===== src/sps_pkg.sv =====
// Constants and types for the stepper phase sequencer.
// Assumes a single pclk domain; pins are synchronised by the top module.
//
// Functional notes
// - Rise on first clock, second high: CW; mirrored CCW; direction swaps.
// - A/B pick 1-, 2- or 1-2-phase; phase-count high means three-phase.
// - Both excitation selects high is test mode, all phase outputs on.
// - Reset low forces the phase state to initial, asynchronously.
// - Monitor output low in initial state, including reset, high otherwise.
// - After reset release, first valid step edge moves to next state.
// - Phase outputs on only while output gate high; state kept when low.
package sps_pkg;
  // Excitation mode, decoded from the two select pins
  typedef enum logic [1:0] {
    SPS_MODE_ONE  = 2'b00,
    SPS_MODE_TWO  = 2'b01,
    SPS_MODE_HALF = 2'b10,
    SPS_MODE_TEST = 2'b11
  } sps_mode_e;

  localparam int          SPS_ADDR_W      = 4;
  localparam logic [3:0]  SPS_CTRL_OFS    = 4'h0;
  localparam logic [3:0]  SPS_STATUS_OFS  = 4'h4;
  localparam int          SPS_CTRL_SRST   = 0;
  localparam logic [31:0] SPS_CTRL_RST    = 32'h0000_0000;
  // Status field positions
  localparam int          SPS_ST_POS_LSB  = 0;
  localparam int          SPS_ST_PHASE_LSB = 4;
  localparam int          SPS_ST_MON      = 8;
  localparam int          SPS_ST_MODE_LSB = 9;
  localparam int          SPS_ST_THREE    = 11;
  // Half-step positions per revolution of the phase pattern
  localparam logic [3:0]  SPS_LEN_FOUR    = 4'h8;
  localparam logic [3:0]  SPS_LEN_THREE   = 4'h6;
  localparam logic [2:0]  SPS_POS_INIT    = 3'h0;
  // Synchroniser reset: step clocks idle high, other pins low
  localparam logic [6:0]  SPS_SYNC_RST    = 7'h03;
  localparam logic [1:0]  SPS_CK_IDLE     = 2'h3;
endpackage


===== src/sps_sequencer.sv =====
// Stepper phase sequencer: step-clock decoding, phase state, APB status.
// Assumes all pins are asynchronous to pclk and step clocks are slow.
//
// The implementer's own choices: the APB register port and the register addresses.
`timescale 1ns/100ps
`default_nettype none
module sps_sequencer
  import sps_pkg::*;
(
  input  wire logic                  pclk,
  input  wire logic                  presetn,
  input  wire logic                  psel,
  input  wire logic                  penable,
  input  wire logic                  pwrite,
  input  wire logic [sps_pkg::SPS_ADDR_W-1:0] paddr,
  input  wire logic [31:0]           pwdata,
  output logic      [31:0]           prdata,
  output logic                       pready,
  output logic                       pslverr,
  input  wire logic                  step_clock_first,
  input  wire logic                  step_clock_second,
  input  wire logic                  rotation_direction_select,
  input  wire logic                  excitation_select_a,
  input  wire logic                  excitation_select_b,
  input  wire logic                  three_phase_select,
  input  wire logic                  output_gate,
  output logic      [3:0]            phase_out,
  output logic                       initial_state_monitor,
  output logic                       step_clock_echo
);
  import sps_pkg::*;

  // Overview of the datapath:
  // - every pin passes two flip-flops before any logic reads it
  // - a step edge is seen three pclk edges after the pin rises
  // - the phase position moves on that edge, outputs one edge later
  // - the echo output rises with the position update
  // - the echo falls once the accepted step clock is seen low
  // Limitations:
  // - step pulses shorter than a few pclk periods are lost
  // - both clocks rising in one pclk period give a CW step
  // - mode pins are only safe to change while reset is held
  // - the soft reset bit holds the position just like the pin
  // Trade-off: the pin reset also clears the synchronisers, so a
  // pin change made during reset shows up two edges after release.
  // The step clocks restart from their idle high level, so the
  // release itself never looks like a rising step edge.

  // Two-stage synchronisers for all seven pins
  logic [6:0] sync1_reg;
  logic [6:0] sync2_reg;
  logic [1:0] ck_prev_reg;
  always_ff @(posedge pclk or negedge presetn) begin
    if (!presetn) begin
      sync1_reg   <= SPS_SYNC_RST;
      sync2_reg   <= SPS_SYNC_RST;
      ck_prev_reg <= SPS_CK_IDLE; // No false edge after reset
    end else begin
      sync1_reg   <= {output_gate, three_phase_select, excitation_select_b,
                      excitation_select_a, rotation_direction_select,
                      step_clock_second, step_clock_first};
      sync2_reg   <= sync1_reg;
      ck_prev_reg <= sync2_reg[1:0];
    end
  end

  // Synchronised pin levels
  logic      sclk_a;
  logic      sclk_b;
  logic      dir_hi;
  logic      three;
  logic      gate;
  sps_mode_e mode;
  assign sclk_a = sync2_reg[0];
  assign sclk_b = sync2_reg[1];
  assign dir_hi = sync2_reg[2];
  assign mode   = sps_mode_e'({sync2_reg[4], sync2_reg[3]});
  assign three  = sync2_reg[5];
  assign gate   = sync2_reg[6];

  // Edge decode; inhibit combinations are simply ignored
  // A rise only counts while the other clock is seen high
  logic rise1;
  logic rise2;
  logic step_cw;
  logic step_ccw;
  logic step_any;
  assign rise1    = sclk_a & ~ck_prev_reg[0];
  assign rise2    = sclk_b & ~ck_prev_reg[1];
  assign step_cw  = dir_hi ? (rise2 & sclk_a) : (rise1 & sclk_b);
  assign step_ccw = dir_hi ? (rise1 & sclk_b) : (rise2 & sclk_a);
  assign step_any = step_cw | step_ccw;

  // Software reset bit acts like the reset pin on the phase state
  logic [31:0] ctrl_reg;
  logic        srst;
  assign srst = ctrl_reg[SPS_CTRL_SRST];

  // Positions count half steps around one pattern cycle.
  // Wrap is done by one subtraction, enough as stride <= 2.
  // Next position; one-phase and two-phase skip odd half steps
  logic [3:0] len;
  logic [3:0] stride;
  logic [2:0] pos_reg;
  logic [2:0] pos_next;
  logic [3:0] up;
  logic [3:0] dn;
  always_comb begin
    len    = three ? SPS_LEN_THREE : SPS_LEN_FOUR;
    stride = (mode == SPS_MODE_HALF) ? 4'h1 : 4'h2;
    up     = {1'b0, pos_reg} + stride;
    dn     = {1'b0, pos_reg} + len - stride;
    if (up >= len) up = up - len;
    if (dn >= len) dn = dn - len;
    pos_next = pos_reg;
    if (step_cw) pos_next = up[2:0];
    else if (step_ccw) pos_next = dn[2:0];
  end

  // Phase state; reset is asynchronous to the step clocks
  always_ff @(posedge pclk or negedge presetn) begin
    if (!presetn) begin
      pos_reg <= SPS_POS_INIT;
    end else if (srst) begin
      pos_reg <= SPS_POS_INIT;
    end else begin
      pos_reg <= pos_next;
    end
  end

  // Two-phase mode shifts the pattern by one half step, so the
  // initial state already drives two adjacent phases.
  // Half-step pattern: even is one phase, odd is two adjacent
  function automatic logic [3:0] sps_pattern(input logic [2:0] p,
                                             input logic       thr,
                                             input sps_mode_e  m);
    logic [3:0] h;
    logic [1:0] k;
    logic [1:0] kn;
    logic [3:0] pat;
    h = {1'b0, p} + ((m == SPS_MODE_TWO) ? 4'h1 : 4'h0);
    if (thr && h >= SPS_LEN_THREE) h = h - SPS_LEN_THREE;
    if (!thr && h >= SPS_LEN_FOUR) h = h - SPS_LEN_FOUR;
    k   = h[2:1];
    kn  = (thr && k == 2'd2) ? 2'd0 : k + 2'd1;
    pat = 4'h1 << k;
    if (h[0]) pat = pat | (4'h1 << kn);
    return pat;
  endfunction

  // Registered outputs; gate hides the pattern but not the state
  always_ff @(posedge pclk or negedge presetn) begin
    if (!presetn) begin
      phase_out             <= 4'h0;
      initial_state_monitor <= 1'b0;
    end else begin
      if (!gate) phase_out <= 4'h0;
      else if (mode == SPS_MODE_TEST) phase_out <= 4'hF;
      else phase_out <= sps_pattern(pos_reg, three, mode);
      initial_state_monitor <= (pos_reg != SPS_POS_INIT) && !srst;
    end
  end

  // Echo follows the accepted clock until that clock falls
  logic echo_src_reg;
  always_ff @(posedge pclk or negedge presetn) begin
    if (!presetn) begin
      step_clock_echo <= 1'b0;
      echo_src_reg    <= 1'b0;
    end else if (step_any && !srst) begin
      step_clock_echo <= 1'b1;
      echo_src_reg    <= rise2;
    end else if (echo_src_reg ? !sclk_b : !sclk_a) begin
      step_clock_echo <= 1'b0;
    end
  end

  // APB slave: zero wait states, answer one cycle after setup
  // Read data and error are registered at the setup edge, so
  // they stand for the single access cycle that follows.
  logic setup;
  logic hit_ctrl;
  logic hit_stat;
  assign setup    = psel & ~penable;
  assign hit_ctrl = (paddr == SPS_CTRL_OFS);
  assign hit_stat = (paddr == SPS_STATUS_OFS);
  always_ff @(posedge pclk or negedge presetn) begin
    if (!presetn) begin
      pready  <= 1'b0;
      pslverr <= 1'b0;
      prdata  <= 32'h0000_0000;
    end else begin
      pready  <= setup;
      pslverr <= setup & ~hit_ctrl & ~(hit_stat & ~pwrite);
      prdata  <= 32'h0000_0000;
      if (setup && !pwrite && hit_ctrl) prdata <= ctrl_reg;
      if (setup && !pwrite && hit_stat) begin
        prdata[SPS_ST_POS_LSB +: 3]   <= pos_reg;
        prdata[SPS_ST_PHASE_LSB +: 4] <= phase_out;
        prdata[SPS_ST_MON]            <= initial_state_monitor;
        prdata[SPS_ST_MODE_LSB +: 2]  <= mode;
        prdata[SPS_ST_THREE]          <= three;
      end
    end
  end

  // Only the soft reset bit is kept; other bits read as zero.
  // Control write lands at the access edge only
  always_ff @(posedge pclk or negedge presetn) begin
    if (!presetn) begin
      ctrl_reg <= SPS_CTRL_RST;
    end else if (psel && penable && pready && pwrite && hit_ctrl) begin
      ctrl_reg <= {31'h0000_0000, pwdata[SPS_CTRL_SRST]};
    end
  end
endmodule // sps_sequencer
`default_nettype wire


===== config.mk =====
export PLATFORM = sky130hd
export DESIGN_NAME = sps_sequencer
export DESIGN_NICKNAME = d
export VERILOG_FILES = /design/src/sps_pkg.sv /design/src/sps_sequencer.sv
export SDC_FILE = /design/constraint.sdc
export NUM_CORES = 1
export LEC_CHECK = 0
export BUFFER_PORTS_ARGS = -buffer_cell sky130_fd_sc_hd__buf_2
export CORE_MARGIN = 2
export CORE_UTILIZATION = 44
export DETAILED_ROUTE_END_ITERATION = 8
export GPL_TIMING_DRIVEN = 0
export HOLD_SLACK_MARGIN = 0.15
export PLACE_DENSITY = 0.8
export SYNTH_ARGS = -nofsm -noshare
export SYNTH_HDL_FRONTEND = slang
export SYNTH_SLANG_ARGS = --single-unit

===== constraint.sdc =====
create_clock -name pclk -period 2.95 [get_ports pclk]
set_clock_uncertainty 0.1 [all_clocks]
set_input_delay 0.295 -clock pclk [delete_from_list [all_inputs] [get_ports pclk]]
set_output_delay 0.295 -clock pclk [all_outputs]
set_load 0.05 [all_outputs]

* Word-level counts from Yosys, hierarchy flattened
Index checks and enable logic that the tools add are counted.
Widths: inputs -> output; s select.
** Word-level totals
- Flip-flop bits (word level) :: 61
- Bits in latches :: 0
- Bits in writable memories :: 0
- Memory bits (read-only) :: 0
- Input port bits :: 48
- Output and inout bits :: 40
- Logic and storage cells :: 95
- Memories kept :: 0
** Cells by class
- Add/sub/neg operators :: 9
- Multipliers :: 0
- Div/mod/pow operators :: 0
- $lt $le $gt $ge :: 4
- Eq/ne operators :: 5
- Shifts and indexed selects :: 2
- Muxes and demuxes :: 26
- Bitwise logic cells :: 16
- Reductions and logical operators :: 21
** Operators with widths (number)
- $mux 4 :: 7
- $mux 3 :: 9
- $logic_and 1x1->1 :: 12
- $and 1x1->1 :: 8
- $ge 4x4->1 :: 2
- $mux 8 :: 1
- $shl 1x2->4 const A :: 2
- $mux 1 :: 7
- $eq 2x2->1 const B :: 3
- $not 1->1 :: 6
- $reduce_bool 3->1 :: 2
- $sub 3x3->3 :: 2
- $logic_not 1->1 :: 5
- $add 3x1->4 :: 1
- $add 3x2->4 :: 1
- $add 3x4->4 :: 1
- $eq 4x3->1 const B :: 1
- $ge 4x3->1 const B :: 1
- $ge 4x4->1 const B :: 1
- $logic_not 4->1 :: 1
- $mux 2 :: 2
- $or 4x4->4 :: 1
- $sub 4x2->4 :: 1
- $sub 4x3->4 const B :: 1
- 5 further kinds :: 5

* Depth between registers and ports, before layout
- Depth in word-level cells :: 21
- Depth in mapped cells :: 13

* Worst setup path before layout
Ideal clock, no wire load.
- Path kind :: register -> register
- Start :: reg sync2_reg[3]
- End :: reg pos_reg[2]
- Library setup time :: 0.129 ns
- Arrival :: 2.875 ns
- Required time :: 2.721 ns
- Slack :: -0.154 ns
- Cell stages (with the launch flop) :: 13
- Clock period less this slack :: 3.104 ns
- Cells stage by stage :: dfrtp_1 -> nand2b_1 -> inv_1 -> fa_1 -> ha_1 -> inv_1 -> fa_1 -> inv_1 -> ha_1 -> a31o_2 -> a21oi_1 -> o22ai_1 -> a2111o_1
** On the way
- Word-level cells in the longest chain between the ends :: 8
- Elaborated cells on any way between the ends :: 13
- Classes of those cells :: add/sub (4); order compare (2); eq/ne (1); mux (6)
** Ends and longest elaborated chain
- start: declaration :: line sps_sequencer.sv:51 : logic [6:0] sync2_reg;
- start signal: assignment :: line sps_sequencer.sv:62 : sync2_reg <= sync1_reg;
- $eq 2x2->1 (*) :: line sps_sequencer.sv:110 : stride = (mode == SPS_MODE_HALF) ? 4'h1 : 4'h2;
- $mux 2 (*) :: line sps_sequencer.sv:110
- $sub 4x2->4 :: line sps_sequencer.sv:112 : dn = {1'b0, pos_reg} + len - stride;
- $ge 4x4->1 / $sub 3x3->3 (equally long branches) :: line sps_sequencer.sv:114 : if (dn >= len) dn = dn - len;
- $mux 3 :: line sps_sequencer.sv:114
- $mux 3 :: line sps_sequencer.sv:117 : else if (step_ccw) pos_next = dn[2:0];
- $mux 3 (*) :: line sps_sequencer.sv:116 : if (step_cw) pos_next = up[2:0];
- $mux 3 (*) :: line sps_sequencer.sv:124 : end else if (srst) begin
- end signal: assignment :: line sps_sequencer.sv:127 : pos_reg <= pos_next;
- end: declaration :: line sps_sequencer.sv:104 : logic [2:0] pos_reg;
Mark *: on every way between the ends. The rest lies on a longest branch, timed or not. The select of a mux whose other input is x is not followed.
A chain may end at the register's enable or synchronous reset.

* Worst setup path in the final report
Same ends and word-level chain as after synthesis.

==> results.sh <==
export IMPL_core_area_um2=4786
export IMPL_ant_nets=0
export IMPL_wl_per_cell_um=11.28
export IMPL_synthArstFlopShare_pct=100.0
export IMPL_period_share_pct=106.4
export IMPL_leakage_uw=0.001428
export IMPL_critPathRequiredTime_ps=3020
export IMPL_synth_area_um2=2225
export IMPL_yosysTopAreaCellShare_pct=38.25
export IMPL_status="finished with violations"
export IMPL_syn_avg_cell_area_um2=10.64
export IMPL_yosysUniqueCellTypes=51
export IMPL_critPathKind="flop to flop"
export IMPL_hold_viol_final=0
export IMPL_post_place_ws_ps=-216.9
export IMPL_grt_usage_pct=16.23
export IMPL_ys_warn_count=0
export IMPL_drc_errors=0
export IMPL_worstMarginPinSlew_ps=844.1
export IMPL_postLayoutCellArea_um2=2834
export IMPL_period_minus_slack_ps=3137
export IMPL_final_max_slew_viol_count=0
export IMPL_start_util_pct=46.48
export IMPL_io_buffer_count=35
export IMPL_grt_pass1_vias=1677
export IMPL_synth_edff_count=0
export IMPL_synth_top_cells_by_area="dfrtp_1 (38%), ha_1 (7.3%), dfstp_2 (7.1%)"
export IMPL_cp_arrival_ps=3210
export IMPL_nFillCells=413
export IMPL_first_pass_iters=4
export IMPL_place_congestion=0.8862
export IMPL_grt_max_degree=41
export IMPL_grt_remaining_overflow=0
export IMPL_synthCells=209
export IMPL_dpl_cell_area_um2=2581
export IMPL_clk_pin_slew_ps=70
export IMPL_cts_inserted_buffers=5
export IMPL_drive_gt1_share_pct=32.28
export IMPL_antennaDiodeCount=0
export IMPL_rows=25
export IMPL_synth_common_cells="dfrtp_1 (34), buf_4 (21), inv_1 (15)"
export IMPL_max_freq_ghz=0.3187
export IMPL_clock_path_buffers=2
export IMPL_synth_ff_type="dfrtp_1"
export IMPL_synth_top_area_cell="dfrtp_1"
export IMPL_largest_register_ffs=11
export IMPL_cp_end_kind="flop"
export IMPL_die_w_um=75.11
export IMPL_drt_iter0_markers=89
export IMPL_die_h_um=75.11
export IMPL_power_density_nw_per_um2=784.7
export IMPL_h_tree_depth=2
export IMPL_synth_most_common_cell="dfrtp_1"
export IMPL_worstSkewPairLatency_ps=290
export IMPL_startpoint_type="flop"
export IMPL_syn_to_final_growth_pct=27.39
export IMPL_cts_sink_count=40
export IMPL_maxCapViolCount=0
export IMPL_fin_ws_ps=-187.3
export IMPL_peakVddDrop_mv=0.3512
export IMPL_die_area_um2=5641
export IMPL_critPathMaxFanout=4
export IMPL_synth_seq_cells=40
export IMPL_drt_total_wl_um=3970
export IMPL_slew_headroom_pct=43.73
export IMPL_ys_seq_area_share_pct=45.33
export IMPL_hold_path_class="input port to flop"
export IMPL_dp_hpwl_um=2959
export IMPL_grt_pass1_wl_um=6941
export IMPL_fin_setup_tns_ps=-187.3
export IMPL_violations="setup timing"
export IMPL_rsz0062_at_grt="true"
export IMPL_num_vias=1665
export IMPL_holdWs_ps=207.4
export IMPL_cts_root_buf="clkbuf_8"
export IMPL_cts_tree="done"
export IMPL_final_setup_viol_count=1
export IMPL_antenna_found_initial=0
export IMPL_nNetsFinal=348
export IMPL_fin_total_pwr_uw=2224
export IMPL_io_pins=88
export IMPL_viasPerCell=4.730
==> kinds of logic (layout without fill, tap and decap cells) <==
family / count (synthesis) / in the layout / share of synthesized area, %
AO/OA/AOI/OAI: 50 / 50 / 15.13
XOR/XNOR: 4 / 4 / 1.575
adder cells (fa/ha/maj): 16 / 16 / 10.01
buffers and inverters: 41 / 97 / 10.63
flip-flops: 40 / 40 / 45.33
multiplexers: 4 / 4 / 1.912
other: 1 / 21 / 0.1686
AND/OR/NAND/NOR: 53 / 53 / 15.24
==> final timing paths <==
| check | start | to | slack [ps] | cells past startpoint |
|---|---|---|---|---|
| setup / recovery | sync2_reg[3]$_DFF_PN0_ | pos_reg[2]$_DFFE_PN0P_ | -190 | 12 |
| hold / removal | paddr[0] | prdata[0]$_DFF_PN0_ | 210 | 3 |
| setup reg to reg | sync2_reg[3]$_DFF_PN0_ | pos_reg[2]$_DFFE_PN0P_ | -190 | 12 |
| hold reg to reg | sync1_reg[6]$_DFF_PN0_ | sync2_reg[6]$_DFF_PN0_ | 240 | 0 |
| max in group asynchronous | presetn | sync2_reg[5]$_DFF_PN0_ | 1620 | 2 |
| min in group asynchronous | presetn | prdata[10]$_DFF_PN0_ | 540 | 2 |
==> cell usage in the layout, fill, tap and decap left out, types with 2 or more instances in the layout <==
cell type	Yosys	layout
a211oi_1	4	4
a21boi_0	3	3
a21oi_1	8	7
a31o_2	2	2
a31oi_1	5	5
and2_1	13	13
buf_2	2	37
buf_4	21	24
clkbuf_1	2	2
clkbuf_8	0	6
conb_1	1	21
dfrtp_1	34	33
dfstp_2	6	6
dlygate4sd3_1	0	10
fa_1	3	3
ha_1	13	12
inv_1	15	13
mux2_2	2	2
mux2i_1	2	2
nand2_1	9	9
nand2b_1	3	2
nand3_1	2	2
nand4_1	2	2
nor2_1	7	7
nor2b_1	5	5
nor3_1	2	2
o21a_1	3	3
o21ai_0	12	11
o22ai_1	2	2
xnor2_1	3	3
==> metal layers <==
layer  routed length [um]  track usage, %
met4                   67           5.952
met2                 1959           29.24
met3                  213           4.150
met5                    0               0
met1                 1729           18.42
==> worst max-delay path, stage by stage (launching register included) <==
cell and delay (ps):
dfrtp_1 380, nand2b_4 160, inv_4 40, fa_1 510, ha_1 140, inv_1 50
fa_1 530, inv_2 60, ha_4 220, a31o_2 230, a21oi_2 140, o22ai_1 100
a2111o_1 360
==> report_power, final <==
| group | switching [uW] | total (uW) | internal (uW) |
|---|---|---|---|
| clock network | 190 | 466 | 276 |
| logic | 650 | 1100 | 454 |
| registers | 47.3 | 654 | 607 |
==> layout make-up <==
cell class | instances | area, um2 | share of cell area [%]
Buffer | 26 | 180.2 | 6.358
Inverter | 15 | 58.81 | 2.075
Clock inverter | 2 | 38.79 | 1.369
Tap cell | 67 | 83.83 | 2.958
Timing Repair Buffer | 48 | 297.8 | 10.51
Sequential cell | 40 | 1010 | 35.63
Multi-Input combinational cell | 148 | 1082 | 38.19
Clock buffer | 6 | 82.58 | 2.914
==> timing repair <==
| action | CTS | global route |
|---|---|---|
| endpoints found under the setup margin | 2 | 2 |
| setup buffers | 3 | 0 |
| hold buffers | 10 | 0 |
| resized for setup | 3 | 1 |
| pin swaps | 2 | 1 |
| hold endpoints to repair | 43 | 0 |
==> stage by stage <==
stage                     util, %  instances
after CTS                   59.14        352
after global placement      53.93        331
after detailed placement    53.93        331
after global routing        59.22        352
final                       59.22        352
after floorplan                 -        229
Note: power is estimated with default switching activity, not from simulation.
